===== config.mk =====
export PLATFORM = sky130hd
export DESIGN_NAME = atassf_core
export DESIGN_NICKNAME = d
export VERILOG_FILES = /design/src/rtl/atassf_pkg.sv /design/src/rtl/atassf_core.sv
export SDC_FILE = /design/constraint.sdc
export NUM_CORES = 1
export LEC_CHECK = 0
export ABC_AREA = 1
export BUFFER_PORTS_ARGS = -buffer_cell sky130_fd_sc_hd__buf_2
export CORE_ASPECT_RATIO = 1.4
export CORE_MARGIN = 3
export CORE_UTILIZATION = 59
export CTS_CLUSTER_SIZE = 28
export DETAILED_ROUTE_END_ITERATION = 8
export PLACE_DENSITY = 0.95
export REMOVE_ABC_BUFFERS = 1
export SLEW_MARGIN = 10
export SYNTH_ARGS = -nofsm -noshare
export SYNTH_HDL_FRONTEND = slang
export SYNTH_SLANG_ARGS = --single-unit
export TNS_END_PERCENT = 10

===== constraint.sdc =====
create_clock -name clk_i -period 4 [get_ports clk_i]
set_clock_uncertainty 0.15 [all_clocks]
set_input_delay 0 -clock clk_i [delete_from_list [all_inputs] [get_ports clk_i]]
set_output_delay 0 -clock clk_i [all_outputs]
set_load 0.01 [all_outputs]

===== src/rtl/atassf_pkg.sv =====
package atassf_pkg;

  // task-file register indexes; byte address is four times the index
  localparam logic [3:0] IDX_FEAT = 4'h1; // write feature, read error
  localparam logic [3:0] IDX_SCNT = 4'h2;
  localparam logic [3:0] IDX_SNUM = 4'h3;
  localparam logic [3:0] IDX_CYLL = 4'h4;
  localparam logic [3:0] IDX_CYLH = 4'h5;
  localparam logic [3:0] IDX_DRVH = 4'h6;
  localparam logic [3:0] IDX_CMD = 4'h7; // write opcode, read status
  localparam logic [3:0] IDX_MODES = 4'h8; // mode readback
  localparam logic [3:0] IDX_OPTS = 4'h9; // option readback
  localparam logic [3:0] IDX_XCODE = 4'ha; // pending extended code

  // opcodes
  localparam logic [7:0] OP_SENSE = 8'h03;
  localparam logic [3:0] OP_SEEK_HI = 4'h7;
  localparam logic [7:0] OP_SETF = 8'hef;

  // set-features subcommands
  localparam logic [7:0] SF_8BIT_ON = 8'h01;
  localparam logic [7:0] SF_8BIT_OFF = 8'h81;
  localparam logic [7:0] SF_WC_ON = 8'h02;
  localparam logic [7:0] SF_WC_OFF = 8'h82;
  localparam logic [7:0] SF_XFER = 8'h03;
  localparam logic [7:0] SF_APM_ON = 8'h05;
  localparam logic [7:0] SF_APM_OFF = 8'h85;
  localparam logic [7:0] SF_XPWR_ON = 8'h09;
  localparam logic [7:0] SF_XPWR_OFF = 8'h89;
  localparam logic [7:0] SF_PL1_ON = 8'h0a;
  localparam logic [7:0] SF_PL1_OFF = 8'h8a;
  localparam logic [7:0] SF_ECC_VEND = 8'h44;
  localparam logic [7:0] SF_ECC_4 = 8'hbb;
  localparam logic [7:0] SF_RLA_OFF = 8'h55;
  localparam logic [7:0] SF_RLA_ON = 8'haa;
  localparam logic [7:0] SF_KEEP_ON = 8'h66;
  localparam logic [7:0] SF_KEEP_OFF = 8'hcc;
  localparam logic [7:0] SF_NOP_A = 8'h69;
  localparam logic [7:0] SF_NOP_B = 8'h96;
  localparam logic [7:0] SF_NOP_C = 8'h97;
  localparam logic [7:0] SF_CURCAP = 8'h9a;

  // transfer type field, upper five bits of the sector count
  localparam logic [4:0] XT_PIO_DEF = 5'h00;
  localparam logic [4:0] XT_PIO_FC = 5'h01;
  localparam logic [4:0] XT_MDMA = 5'h04;
  localparam logic [2:0] XM_DEF = 3'h0;
  localparam logic [2:0] XM_NO_IORDY = 3'h1;

  // extended error codes
  localparam logic [7:0] XC_NONE = 8'h00;
  localparam logic [7:0] XC_SELFTEST_OK = 8'h01;
  localparam logic [7:0] XC_MISC = 8'h09;
  localparam logic [7:0] XC_INV_CMD = 8'h20;
  localparam logic [7:0] XC_INV_ADDR = 8'h21;
  localparam logic [7:0] XC_ADDR_OVF = 8'h2f;
  localparam logic [7:0] XC_ABORTED = 8'h1f;

  // error and status register bits
  localparam logic [7:0] ER_ABRT = 8'h04;
  localparam logic [7:0] ER_IDNF = 8'h10;
  localparam int ST_BSY = 7;
  localparam int ST_RDY = 6;
  localparam int ST_DSC = 4;
  localparam int ST_ERR = 0;
  localparam int DH_LBA = 6;

  // power-on defaults
  localparam logic [2:0] PIO_RST = 3'h0;
  localparam logic [2:0] DMA_RST = 3'h0;
  localparam logic [7:0] CURCAP_RST = 8'h00;

  typedef enum {ATASSF_IDLE, ATASSF_FLUSH} atassf_state_t;

  // feature settings driven to the rest of the card
  typedef struct packed {
    logic eight_bit;
    logic wcache;
    logic iordy_off;
    logic [2:0] pio_mode;
    logic [2:0] dma_mode;
    logic apm;
    logic ext_power;
    logic pl1;
    logic rla;
    logic keep_settings;
    logic ecc_vendor;
    logic [7:0] cur_cap;
  } atassf_feat_t;

  localparam atassf_feat_t FEAT_RST = '{
    eight_bit: 1'b0, wcache: 1'b1, iordy_off: 1'b0, pio_mode: PIO_RST,
    dma_mode: DMA_RST, apm: 1'b0, ext_power: 1'b0, pl1: 1'b0, rla: 1'b1,
    keep_settings: 1'b0, ecc_vendor: 1'b0, cur_cap: CURCAP_RST};

endpackage : atassf_pkg


===== src/rtl/atassf_core.sv =====
`timescale 1ns/1ps
module atassf_core #(
  parameter int CYLINDERS = 1978,
  parameter int HEADS = 16,
  parameter int SECTORS = 63,
  parameter int PIO_MAX = 6,
  parameter int DMA_MAX = 4,
  parameter bit DMA_CAPABLE = 1'b1
) (
  // clock and reset
  input wire logic clk_i,
  input wire logic rst_i,
  input wire logic soft_rst_i,
  // wishbone slave
  input wire logic wb_cyc_i,
  input wire logic wb_stb_i,
  input wire logic wb_we_i,
  input wire logic [5:0] wb_adr_i,
  input wire logic [3:0] wb_sel_i,
  input wire logic [31:0] wb_dat_i,
  output logic [31:0] wb_dat_o,
  output logic wb_ack_o,
  // error reports of other command units
  input wire logic err_rpt_i,
  input wire logic [7:0] err_rpt_code_i,
  // cache flush handshake
  output logic flush_req_o,
  input wire logic flush_done_i,
  // settings and events
  output atassf_pkg::atassf_feat_t feat_o,
  output logic io16_ok_o,
  output logic cmd_done_o
);

  typedef struct packed {
    atassf_pkg::atassf_state_t fsm;
    logic ack;
    logic [31:0] dat;
    logic [7:0] feature;
    logic [7:0] scnt;
    logic [7:0] snum;
    logic [7:0] cyll;
    logic [7:0] cylh;
    logic [7:0] drvh;
    logic [7:0] error;
    logic [7:0] xcode;
    logic bsy;
    logic err;
    logic done;
    logic flush;
    logic io16;
    atassf_pkg::atassf_feat_t feat;
  } atassf_regs_t;

  atassf_regs_t s_reg;
  atassf_regs_t s_next;

  localparam logic [15:0] CYL_LIM = 16'(CYLINDERS);
  localparam logic [3:0] HEAD_LIM = 4'(HEADS - 1);
  localparam logic [27:0] LBA_LIM = 28'(CYLINDERS * HEADS * SECTORS);
  localparam logic [2:0] PIO_TOP = 3'(PIO_MAX);
  localparam logic [2:0] DMA_TOP = 3'(DMA_MAX);

  // address check for seek: 0 ok, else extended code
  function automatic logic [7:0] seek_check(input logic [7:0] dh, input logic [7:0] ch,
                                            input logic [7:0] cl, input logic [7:0] sn);
    logic [27:0] lba;
    lba = {dh[3:0], ch, cl, sn};
    seek_check = atassf_pkg::XC_NONE;
    if (dh[atassf_pkg::DH_LBA]) begin
      if (lba >= LBA_LIM) begin
        seek_check = atassf_pkg::XC_ADDR_OVF;
      end
    end else if ({ch, cl} >= CYL_LIM) begin
      seek_check = atassf_pkg::XC_ADDR_OVF;
    end else if (dh[3:0] > HEAD_LIM) begin
      seek_check = atassf_pkg::XC_INV_ADDR;
    end
  endfunction : seek_check

  // register readback by index
  function automatic logic [7:0] read_reg(input atassf_regs_t r, input logic [3:0] idx);
    read_reg = 8'h00;
    case (idx)
      atassf_pkg::IDX_FEAT: read_reg = r.error;
      atassf_pkg::IDX_SCNT: read_reg = r.scnt;
      atassf_pkg::IDX_SNUM: read_reg = r.snum;
      atassf_pkg::IDX_CYLL: read_reg = r.cyll;
      atassf_pkg::IDX_CYLH: read_reg = r.cylh;
      atassf_pkg::IDX_DRVH: read_reg = r.drvh;
      atassf_pkg::IDX_CMD: begin
        read_reg[atassf_pkg::ST_BSY] = r.bsy;
        read_reg[atassf_pkg::ST_RDY] = ~r.bsy;
        read_reg[atassf_pkg::ST_DSC] = ~r.bsy;
        read_reg[atassf_pkg::ST_ERR] = r.err;
      end
      atassf_pkg::IDX_MODES: read_reg = {r.feat.iordy_off, r.feat.dma_mode, 1'b0,
                                         r.feat.pio_mode};
      atassf_pkg::IDX_OPTS: read_reg = {r.feat.eight_bit, r.feat.wcache, r.feat.apm,
                                        r.feat.ext_power, r.feat.pl1, r.feat.rla,
                                        r.feat.keep_settings, r.feat.ecc_vendor};
      atassf_pkg::IDX_XCODE: read_reg = r.xcode;
      default: read_reg = 8'h00;
    endcase
  endfunction : read_reg

  logic wb_req;
  logic [3:0] idx;
  logic wr_lane0;

  assign wb_req = wb_cyc_i & wb_stb_i & ~s_reg.ack;
  assign idx = wb_adr_i[5:2];
  assign wr_lane0 = wb_req & wb_we_i & wb_sel_i[0];

  // next-state logic
  always_comb begin
    logic [7:0] op;
    logic [7:0] chk;
    logic [4:0] xtype;
    logic [2:0] xmode;
    op = wb_dat_i[7:0];
    chk = 8'h00;
    xtype = s_reg.scnt[7:3];
    xmode = s_reg.scnt[2:0];
    s_next = s_reg;
    s_next.done = 1'b0;
    s_next.ack = wb_req;
    s_next.dat = 32'h0000_0000;
    if (wb_req && !wb_we_i) begin
      s_next.dat = {24'h00_0000, read_reg(s_reg, idx)};
    end

    // register writes; task file held while busy
    if (wr_lane0 && !s_reg.bsy) begin
      case (idx)
        atassf_pkg::IDX_FEAT: s_next.feature = wb_dat_i[7:0];
        atassf_pkg::IDX_SCNT: s_next.scnt = wb_dat_i[7:0];
        atassf_pkg::IDX_SNUM: s_next.snum = wb_dat_i[7:0];
        atassf_pkg::IDX_CYLL: s_next.cyll = wb_dat_i[7:0];
        atassf_pkg::IDX_CYLH: s_next.cylh = wb_dat_i[7:0];
        atassf_pkg::IDX_DRVH: s_next.drvh = wb_dat_i[7:0];
        default: ;
      endcase
    end

    // outcome reports from other units become the pending code
    if (err_rpt_i) begin
      s_next.xcode = err_rpt_code_i;
    end

    case (s_reg.fsm)
      atassf_pkg::ATASSF_IDLE: begin
        // opcode write runs the command; parameters already loaded
        if (wr_lane0 && !s_reg.bsy && idx == atassf_pkg::IDX_CMD) begin
          s_next.err = 1'b0;
          s_next.error = 8'h00;
          s_next.xcode = atassf_pkg::XC_NONE;
          s_next.done = 1'b1;
          if (op == atassf_pkg::OP_SENSE) begin
            s_next.error = s_reg.xcode;
          end else if (op[7:4] == atassf_pkg::OP_SEEK_HI) begin
            chk = seek_check(s_reg.drvh, s_reg.cylh, s_reg.cyll, s_reg.snum);
            if (chk != atassf_pkg::XC_NONE) begin
              s_next.err = 1'b1;
              s_next.error = atassf_pkg::ER_IDNF;
              s_next.xcode = chk;
            end
          end else if (op == atassf_pkg::OP_SETF) begin
            case (s_reg.feature)
              atassf_pkg::SF_8BIT_ON: s_next.feat.eight_bit = 1'b1;
              atassf_pkg::SF_8BIT_OFF: s_next.feat.eight_bit = 1'b0;
              atassf_pkg::SF_WC_ON: s_next.feat.wcache = 1'b1;
              atassf_pkg::SF_WC_OFF: begin
                s_next.feat.wcache = 1'b0;
                s_next.flush = 1'b1;
                s_next.bsy = 1'b1;
                s_next.done = 1'b0;
                s_next.fsm = atassf_pkg::ATASSF_FLUSH;
              end
              atassf_pkg::SF_XFER: begin
                // type in upper five bits, mode in lower three
                if (xtype == atassf_pkg::XT_PIO_DEF &&
                    (xmode == atassf_pkg::XM_DEF || xmode == atassf_pkg::XM_NO_IORDY)) begin
                  s_next.feat.pio_mode = atassf_pkg::PIO_RST;
                  s_next.feat.iordy_off = (xmode == atassf_pkg::XM_NO_IORDY);
                end else if (xtype == atassf_pkg::XT_PIO_FC && xmode <= PIO_TOP) begin
                  s_next.feat.pio_mode = xmode;
                  s_next.feat.iordy_off = 1'b0;
                end else if (xtype == atassf_pkg::XT_MDMA && DMA_CAPABLE &&
                             xmode <= DMA_TOP) begin
                  s_next.feat.dma_mode = xmode;
                end else begin
                  s_next.err = 1'b1;
                end
              end
              atassf_pkg::SF_APM_ON: s_next.feat.apm = 1'b1;
              atassf_pkg::SF_APM_OFF: s_next.feat.apm = 1'b0;
              atassf_pkg::SF_PL1_ON: s_next.feat.pl1 = 1'b1;
              atassf_pkg::SF_PL1_OFF: s_next.feat.pl1 = 1'b0;
              atassf_pkg::SF_XPWR_ON: s_next.feat.ext_power = 1'b1;
              atassf_pkg::SF_XPWR_OFF: s_next.feat.ext_power = 1'b0;
              atassf_pkg::SF_RLA_OFF: s_next.feat.rla = 1'b0;
              atassf_pkg::SF_RLA_ON: s_next.feat.rla = 1'b1;
              atassf_pkg::SF_KEEP_ON: s_next.feat.keep_settings = 1'b1;
              atassf_pkg::SF_KEEP_OFF: s_next.feat.keep_settings = 1'b0;
              atassf_pkg::SF_ECC_VEND: s_next.feat.ecc_vendor = 1'b1;
              atassf_pkg::SF_ECC_4: s_next.feat.ecc_vendor = 1'b0;
              atassf_pkg::SF_CURCAP: s_next.feat.cur_cap = s_reg.scnt;
              atassf_pkg::SF_NOP_A, atassf_pkg::SF_NOP_B, atassf_pkg::SF_NOP_C: ;
              default: s_next.err = 1'b1;
            endcase
            // aborted subcommand: no setting changes
            if (s_next.err) begin
              s_next.feat = s_reg.feat;
              s_next.error = atassf_pkg::ER_ABRT;
              s_next.xcode = atassf_pkg::XC_ABORTED;
            end
          end else begin
            s_next.err = 1'b1;
            s_next.error = atassf_pkg::ER_ABRT;
            s_next.xcode = atassf_pkg::XC_INV_CMD;
          end
        end
      end
      atassf_pkg::ATASSF_FLUSH: begin
        // completion only after cached data is stored
        if (flush_done_i) begin
          s_next.flush = 1'b0;
          s_next.bsy = 1'b0;
          s_next.done = 1'b1;
          s_next.fsm = atassf_pkg::ATASSF_IDLE;
        end
      end
      default: s_next.fsm = atassf_pkg::ATASSF_IDLE;
    endcase

    // soft reset ends any command, restores defaults unless kept
    if (soft_rst_i) begin
      s_next.fsm = atassf_pkg::ATASSF_IDLE;
      s_next.bsy = 1'b0;
      s_next.err = 1'b0;
      s_next.flush = 1'b0;
      s_next.done = 1'b0;
      if (!s_reg.feat.keep_settings) begin
        s_next.feat = atassf_pkg::FEAT_RST;
      end
    end

    // 16-bit indication registered alongside the settings
    s_next.io16 = ~s_next.feat.eight_bit;
  end

  // state register
  always_ff @(posedge clk_i) begin
    if (rst_i) begin
      s_reg <= '{fsm: atassf_pkg::ATASSF_IDLE, feat: atassf_pkg::FEAT_RST,
                 io16: ~atassf_pkg::FEAT_RST.eight_bit, default: '0};
    end else begin
      s_reg <= s_next;
    end
  end

  // outputs straight from state
  assign wb_ack_o = s_reg.ack;
  assign wb_dat_o = s_reg.dat;
  assign flush_req_o = s_reg.flush;
  assign feat_o = s_reg.feat;
  assign io16_ok_o = s_reg.io16;
  assign cmd_done_o = s_reg.done;

endmodule : atassf_core


# After elaboration in Yosys (flattened, before gate mapping)

Index checks and enable logic that the tools add are counted.

$add $sub $neg: 0
$mul: 0
Divide/modulo/power cells: 0
Order comparisons: 5
Equality and inequality tests: 44
Shifts and indexed selects: 0
Muxes and demuxes: 74
Bitwise operators: 8
Reductions and logical operators: 26

Operators with widths:

| kind                                                                 | number |
|---|---|
| 2-to-1 mux 32 bit                                                    | 6 |
| 2-to-1 mux 23 bit                                                    | 8 |
| equality test 8 bit (second input constant)                          | 12 |
| 2-to-1 mux 8 bit                                                     | 9 |
| one-hot mux 32 bit (2 select lines)                                  | 1 |
| equality test 32 x 1 -> 1 bit (second input constant)                | 1 |
| equality test 8 x 7 -> 1 bit (second input constant)                 | 4 |
| logical NOT 32 bit                                                   | 1 |
| greater-or-equal comparator 28 x 21 -> 1 bit (second input constant) | 1 |
| one-hot mux 3 bit (9 select lines)                                   | 1 |
| 2-to-1 mux 13 bit                                                    | 2 |
| equality test 8 x 2 -> 1 bit (second input constant)                 | 3 |
| 2-to-1 mux 12 bit                                                    | 2 |
| 2-to-1 mux 11 bit                                                    | 2 |
| equality test 4 x 3 -> 1 bit (second input constant)                 | 5 |
| one-hot mux 1 bit (10 select lines)                                  | 2 |
| one-hot mux 1 bit (2 select lines)                                   | 10 |
| one-hot mux 2 bit (10 select lines)                                  | 1 |
| OR reduction 20 bit                                                  | 1 |
| 2-to-1 mux 6 bit                                                     | 3 |
| equality test 8 x 4 -> 1 bit (second input constant)                 | 2 |
| greater-or-equal comparator 16 x 11 -> 1 bit (second input constant) | 1 |
| 2-to-1 mux 1 bit                                                     | 15 |
| AND reduction 2 bit                                                  | 7 |
| other kinds (30)                                                     | 57 |

Register bits: 157
Latch bits: 0
Bits in writable memories: 0
Bits in read-only memories: 0
Word-level logic and storage cells: 186
Memories kept: 0

# Logic depth before layout (Yosys ltp)

Depth after elaboration: 20
Gate-level depth with buffers: 14
Mapped depth without buffers: 14

# Least setup slack after synthesis

OpenSTA, ideal clock, no wires.

Path kind: flip-flop to flip-flop
From: register s_reg (netlist bit wb_ack_o)
To: register s_reg (netlist bit feat_o[5])
Setup time: 0.119 ns
Arrival: 1.512 ns
Data required time: 3.731 ns
Slack: 2.219 ns
Cell stages (with the launch flop): 10
Clock period less this slack: 1.781 ns
Cells stage by stage: dfxtp_1 nor2_2 nand4_4 nor2_4 nand2_2 nor2_4 nand3_4 buf_6 o21ai_0 a21oi_1

Longest elaborated chain between the ends: 10

Ends and longest elaborated chain:

| what                               | RTL line           | RTL |
|---|---|---|
| start: declaration                 | atassf_core.sv:55  | `atassf_regs_t s_reg;` |
| start signal: assignment           | atassf_core.sv:256 | `s_reg <= '{fsm: atassf_pkg::ATASSF_IDLE, feat: atassf_pkg::FEAT_RST,` |
| start signal: assignment           | atassf_core.sv:259 | `s_reg <= s_next;` |
| inverter 1 bit (*)                 | atassf_core.sv:111 | `assign wb_req = wb_cyc_i & wb_stb_i & ~s_reg.ack;` |
| bitwise AND 1 bit (*)              | atassf_core.sv:111 |  |
| bitwise AND 1 bit (*) (2 in a row) | atassf_core.sv:113 | `assign wr_lane0 = wb_req & wb_we_i & wb_sel_i[0];` |
| logical AND 1 bit (*) (2 in a row) | atassf_core.sv:154 | `if (wr_lane0 && !s_reg.bsy && idx == atassf_pkg::IDX_CMD) begin` |
| 2-to-1 mux 23 bit (*)              | atassf_core.sv:154 |  |
| 2-to-1 mux 23 bit (*)              | atassf_core.sv:151 | `case (s_reg.fsm)` |
| 2-to-1 mux 23 bit                  | atassf_core.sv:244 | `if (!s_reg.feat.keep_settings) begin` |
| 2-to-1 mux 23 bit (*)              | atassf_core.sv:238 | `if (soft_rst_i) begin` |

Mark *: on every way between the ends. The rest lies on a longest branch, timed or not.
A chain may end at the register's enable or synchronous reset.

# Final worst setup path

From: register s_reg[27] (netlist name)
To: register s_reg[32] (netlist name)

Longest elaborated chain between the ends: 5

Ends and longest elaborated chain:

| what                           | RTL line |
|---|---|
| logical NOT 1 bit              | atassf_core.sv:154 |
| logical AND 1 bit (2 in a row) | atassf_core.sv:154 |
| 2-to-1 mux 12 bit              | atassf_core.sv:154 |
| 2-to-1 mux 8 bit               | atassf_core.sv:151 |

Every way passes these cells. The select of a mux whose other input is x is not followed.

==> flow_metrics.py <==
metrics = {
    "run_status": {
        "outcome": "finished with violations",
        "violations": "design-rule violations",
    },
    "global_routing": {
        "grt_pass1_vias": 5378,
        "grt-ovfl-total": 0,
        "grt.total_usage": 0.315,
        "grt_pass1_wl_mm": 26.0,
        "grt_max_degree": 36,
        "antenna_found_initial": 1,
    },
    "timing": {
        "period_needed_ns": 3.03,
        "setup-tns-final_ns": 0,
        "fin_crit_sh": 0.758,
        "drv_slew": 0,
        "setup_violations": 0,
        "tightest_slew_ns": 1.22,
        "maxSlewHeadroom": 0.181,
        "hold_ws_ns": 0.0487,
        "hold_viol": 0,
        "max_freq_mhz": 330,
        "rsz0062_at_grt": "false",
    },
    "clocking": {
        "cts_buffer_depth": 2,
        "cts_setup_buffers": 0,
        "cts-resized-gates": 0,
        "cts.reportedPaths.clkPinSlew_ns": 0.07,
        "clk_latency_ns": 0.36,
        "cts_tree": "yes",
        "numClockSinks": 102,
        "h-tree-depth": 3,
        "cts-root-buf": "clkbuf_16",
        "numCtsBuffers": 9,
        "holdBufCountCts": 35,
    },
    "detailed_routing": {
        "wl_mm": 16.3,
        "via_per_inst": 5.99,
        "dr.pass1.iters": 9,
        "antenna_left": 0,
        "wire_per_inst_um": 16.8,
        "via_count": 5836,
        "drt_iter0_drc": 1036,
        "route.detailed.drc": 3,
    },
    "synth": {
        "seq_area_frac_synth": 0.371,
        "synth_top_area_frac": 0.371,
        "ys_warn_count": 0,
        "syn_inst": 800,
        "synth_edf_count": 0,
        "syn_area_per_cell_um2": 6.88,
        "synth_cell_type_count": 45,
        "synth_most_common_cell": "nand2_1",
        "synth.area.top_cells": "dfxtp_1, nand2_1, o21ai_0, buf_4, inv_1",
        "netlist_area_um2": 5500,
        "synth_common_cells": "nand2_1, inv_1, dfxtp_1",
        "synth_top_flop_cell": "dfxtp_1",
        "yosys.area.top_type": "dfxtp_1",
        "ys_ff_latch": 102,
        "async_reset_ff_frac": 0,
    },
    "setup_path": {
        "cp_max_fo": 12,
        "crit_path_end_kind": "flop",
        "path_class": "reg -> reg",
        "cp-start-kind": "flop",
        "r2r_start": "s_reg[27]$_SDFFE_PP0P_",
        "regToRegEndpoint": "s_reg[32]$_SDFF_PP0_",
        "required_ns": 4.16,
        "rrSetupSlack_ns": 0.97,
        "critPathArrivalTime_ns": 3.19,
        "reg2regPathDepth": 8,
    },
    "cells_and_area": {
        "drive_above_1_share": 0.120,
        "postLayoutCoreUtil": 0.687,
        "fin_cells": 974,
        "area_growth_pct": 12.7,
        "largest_reg_flops": 67,
        "nets": 919,
        "fillCellCount": 693,
    },
    "placement": {
        "hpwl_mm": 11.0,
        "place_inst": 922,
        "gp_congestion": 1.01,
        "io_buffers": 63,
    },
    "floorplanning": {
        "ios": 117,
        "die_h_um": 120,
        "rows": 41,
        "start_util": 0.609,
        "dieArea_um2": 10500,
        "dieWidth_um": 87.6,
        "core_region_area_um2": 9030,
    },
    "min_path": {
        "hp-class": "in -> reg",
        "hold_depth": 5,
        "hp-start": "wb_adr_i[2]",
        "hold_end": "wb_dat_o[2]$_SDFF_PP0_",
    },
    "power": {
        "finalPower_mw": 2.08,
        "p_leak_nw": 2.65,
        "peakVddDrop_uv": 263,
        "powerDensity_nw_per_um2": 335,
    },
    "job": {
        "cap_viol_max_count": 0,
    },
}
## cells in the final DEF (no fill, tap or decap), types with 2 or more instances in the layout
cell type and instances:
a21oi_1 77, a221oi_1 11, a31oi_1 3, buf_2 63, clkbuf_1 3, clkbuf_16 9, conb_1 24, dfxtp_1 102
dlygate4sd3_1 35, inv_1 107, inv_2 4, nand2_1 145, nand2_2 3, nand3_1 24, nand3_4 2, nand4_1 17
nor2_1 88, nor2_2 3, nor2_4 4, nor3_1 6, nor3_2 2, o211ai_1 7, o21ai_0 88, o21ai_1 2
o22ai_1 11, o41ai_1 2, or2_2 2
## through the flow
step / cell area (um^2) / worst slack (ns)
global placement: 5550 / 1.54
CTS: 6200 / 1.20
global route: 6200 / 0.885
detailed placement: 5550 / 1.46
finish: 6200 / 0.970
floorplan: 5090 / 1.90
## power breakdown
| group | switching, mW | internal [mW] | total (mW) |
|---|---|---|---|
| sequential | 0.00629 | 1.02 | 1.03 |
| clock | 0.392 | 0.504 | 0.895 |
| combinational | 0.0976 | 0.0556 | 0.153 |
| total | 0.496 | 1.58 | 2.08 |
## logic make-up after synthesis
family	synth area share
flip-flops	0.371
AND/OR/NAND/NOR	0.253
other	0.000682
buffers and inverters	0.166
AO/OA/AOI/OAI	0.209
## layout make-up
cell class,count,area [um^2],share of cell area
Multi-Input combinational cell,537,2630,0.424
Sequential cell,102,2040,0.329
Tap cell,107,134,0.0216
Antenna cell,1,2.50,0.000404
Timing Repair Buffer,99,673,0.109
Clock buffer,13,250,0.0404
Clock inverter,3,43.8,0.00707
Inverter,112,423,0.0682
## worst max path at each step
| stage | endpoint | slack [ns] | depth (start not counted) | startpoint |
|---|---|---|---|---|
| 6_report | s_reg[32]$_SDFF_PP0_ | 0.97 | 8 | s_reg[27]$_SDFFE_PP0P_ |
| 3_5_place_dp | feat_o[18]$_SDFF_PP0_ | 1.46 | 10 | s_reg[27]$_SDFFE_PP0P_ |
| 4_1_cts | s_reg[32]$_SDFF_PP0_ | 1.20 | 8 | s_reg[27]$_SDFFE_PP0P_ |
| 2_1_floorplan | feat_o[17]$_SDFF_PP0_ | 1.90 | 10 | wb_ack_o$_SDFF_PP0_ |
| 5_1_grt | s_reg[32]$_SDFF_PP0_ | 0.89 | 8 | s_reg[27]$_SDFFE_PP0P_ |
| 3_3_place_gp | feat_o[17]$_SDFF_PP0_ | 1.54 | 10 | s_reg[27]$_SDFFE_PP0P_ |
## routing by layer
layer	track usage	share of wire	vias to the layer above
met1	0.379	0.35	2585
met4	0.184	0.073	0
met2	0.500	0.46	446
li1	-	-	2674
met3	0.0811	0.12	131
met5	0	0	-
## critical path: stages, from the launching register on
cell and delay [ns]:
dfxtp_1 0.40, nor2_2 0.18, nand4_4 0.24, nor3_2 0.68, nand2_1 0.29, nor2_8 0.24, nand2_1 0.12, a21oi_1 0.13
dlygate4sd3_1 0.55
No activity file was read; power rests on OpenSTA's default activity.
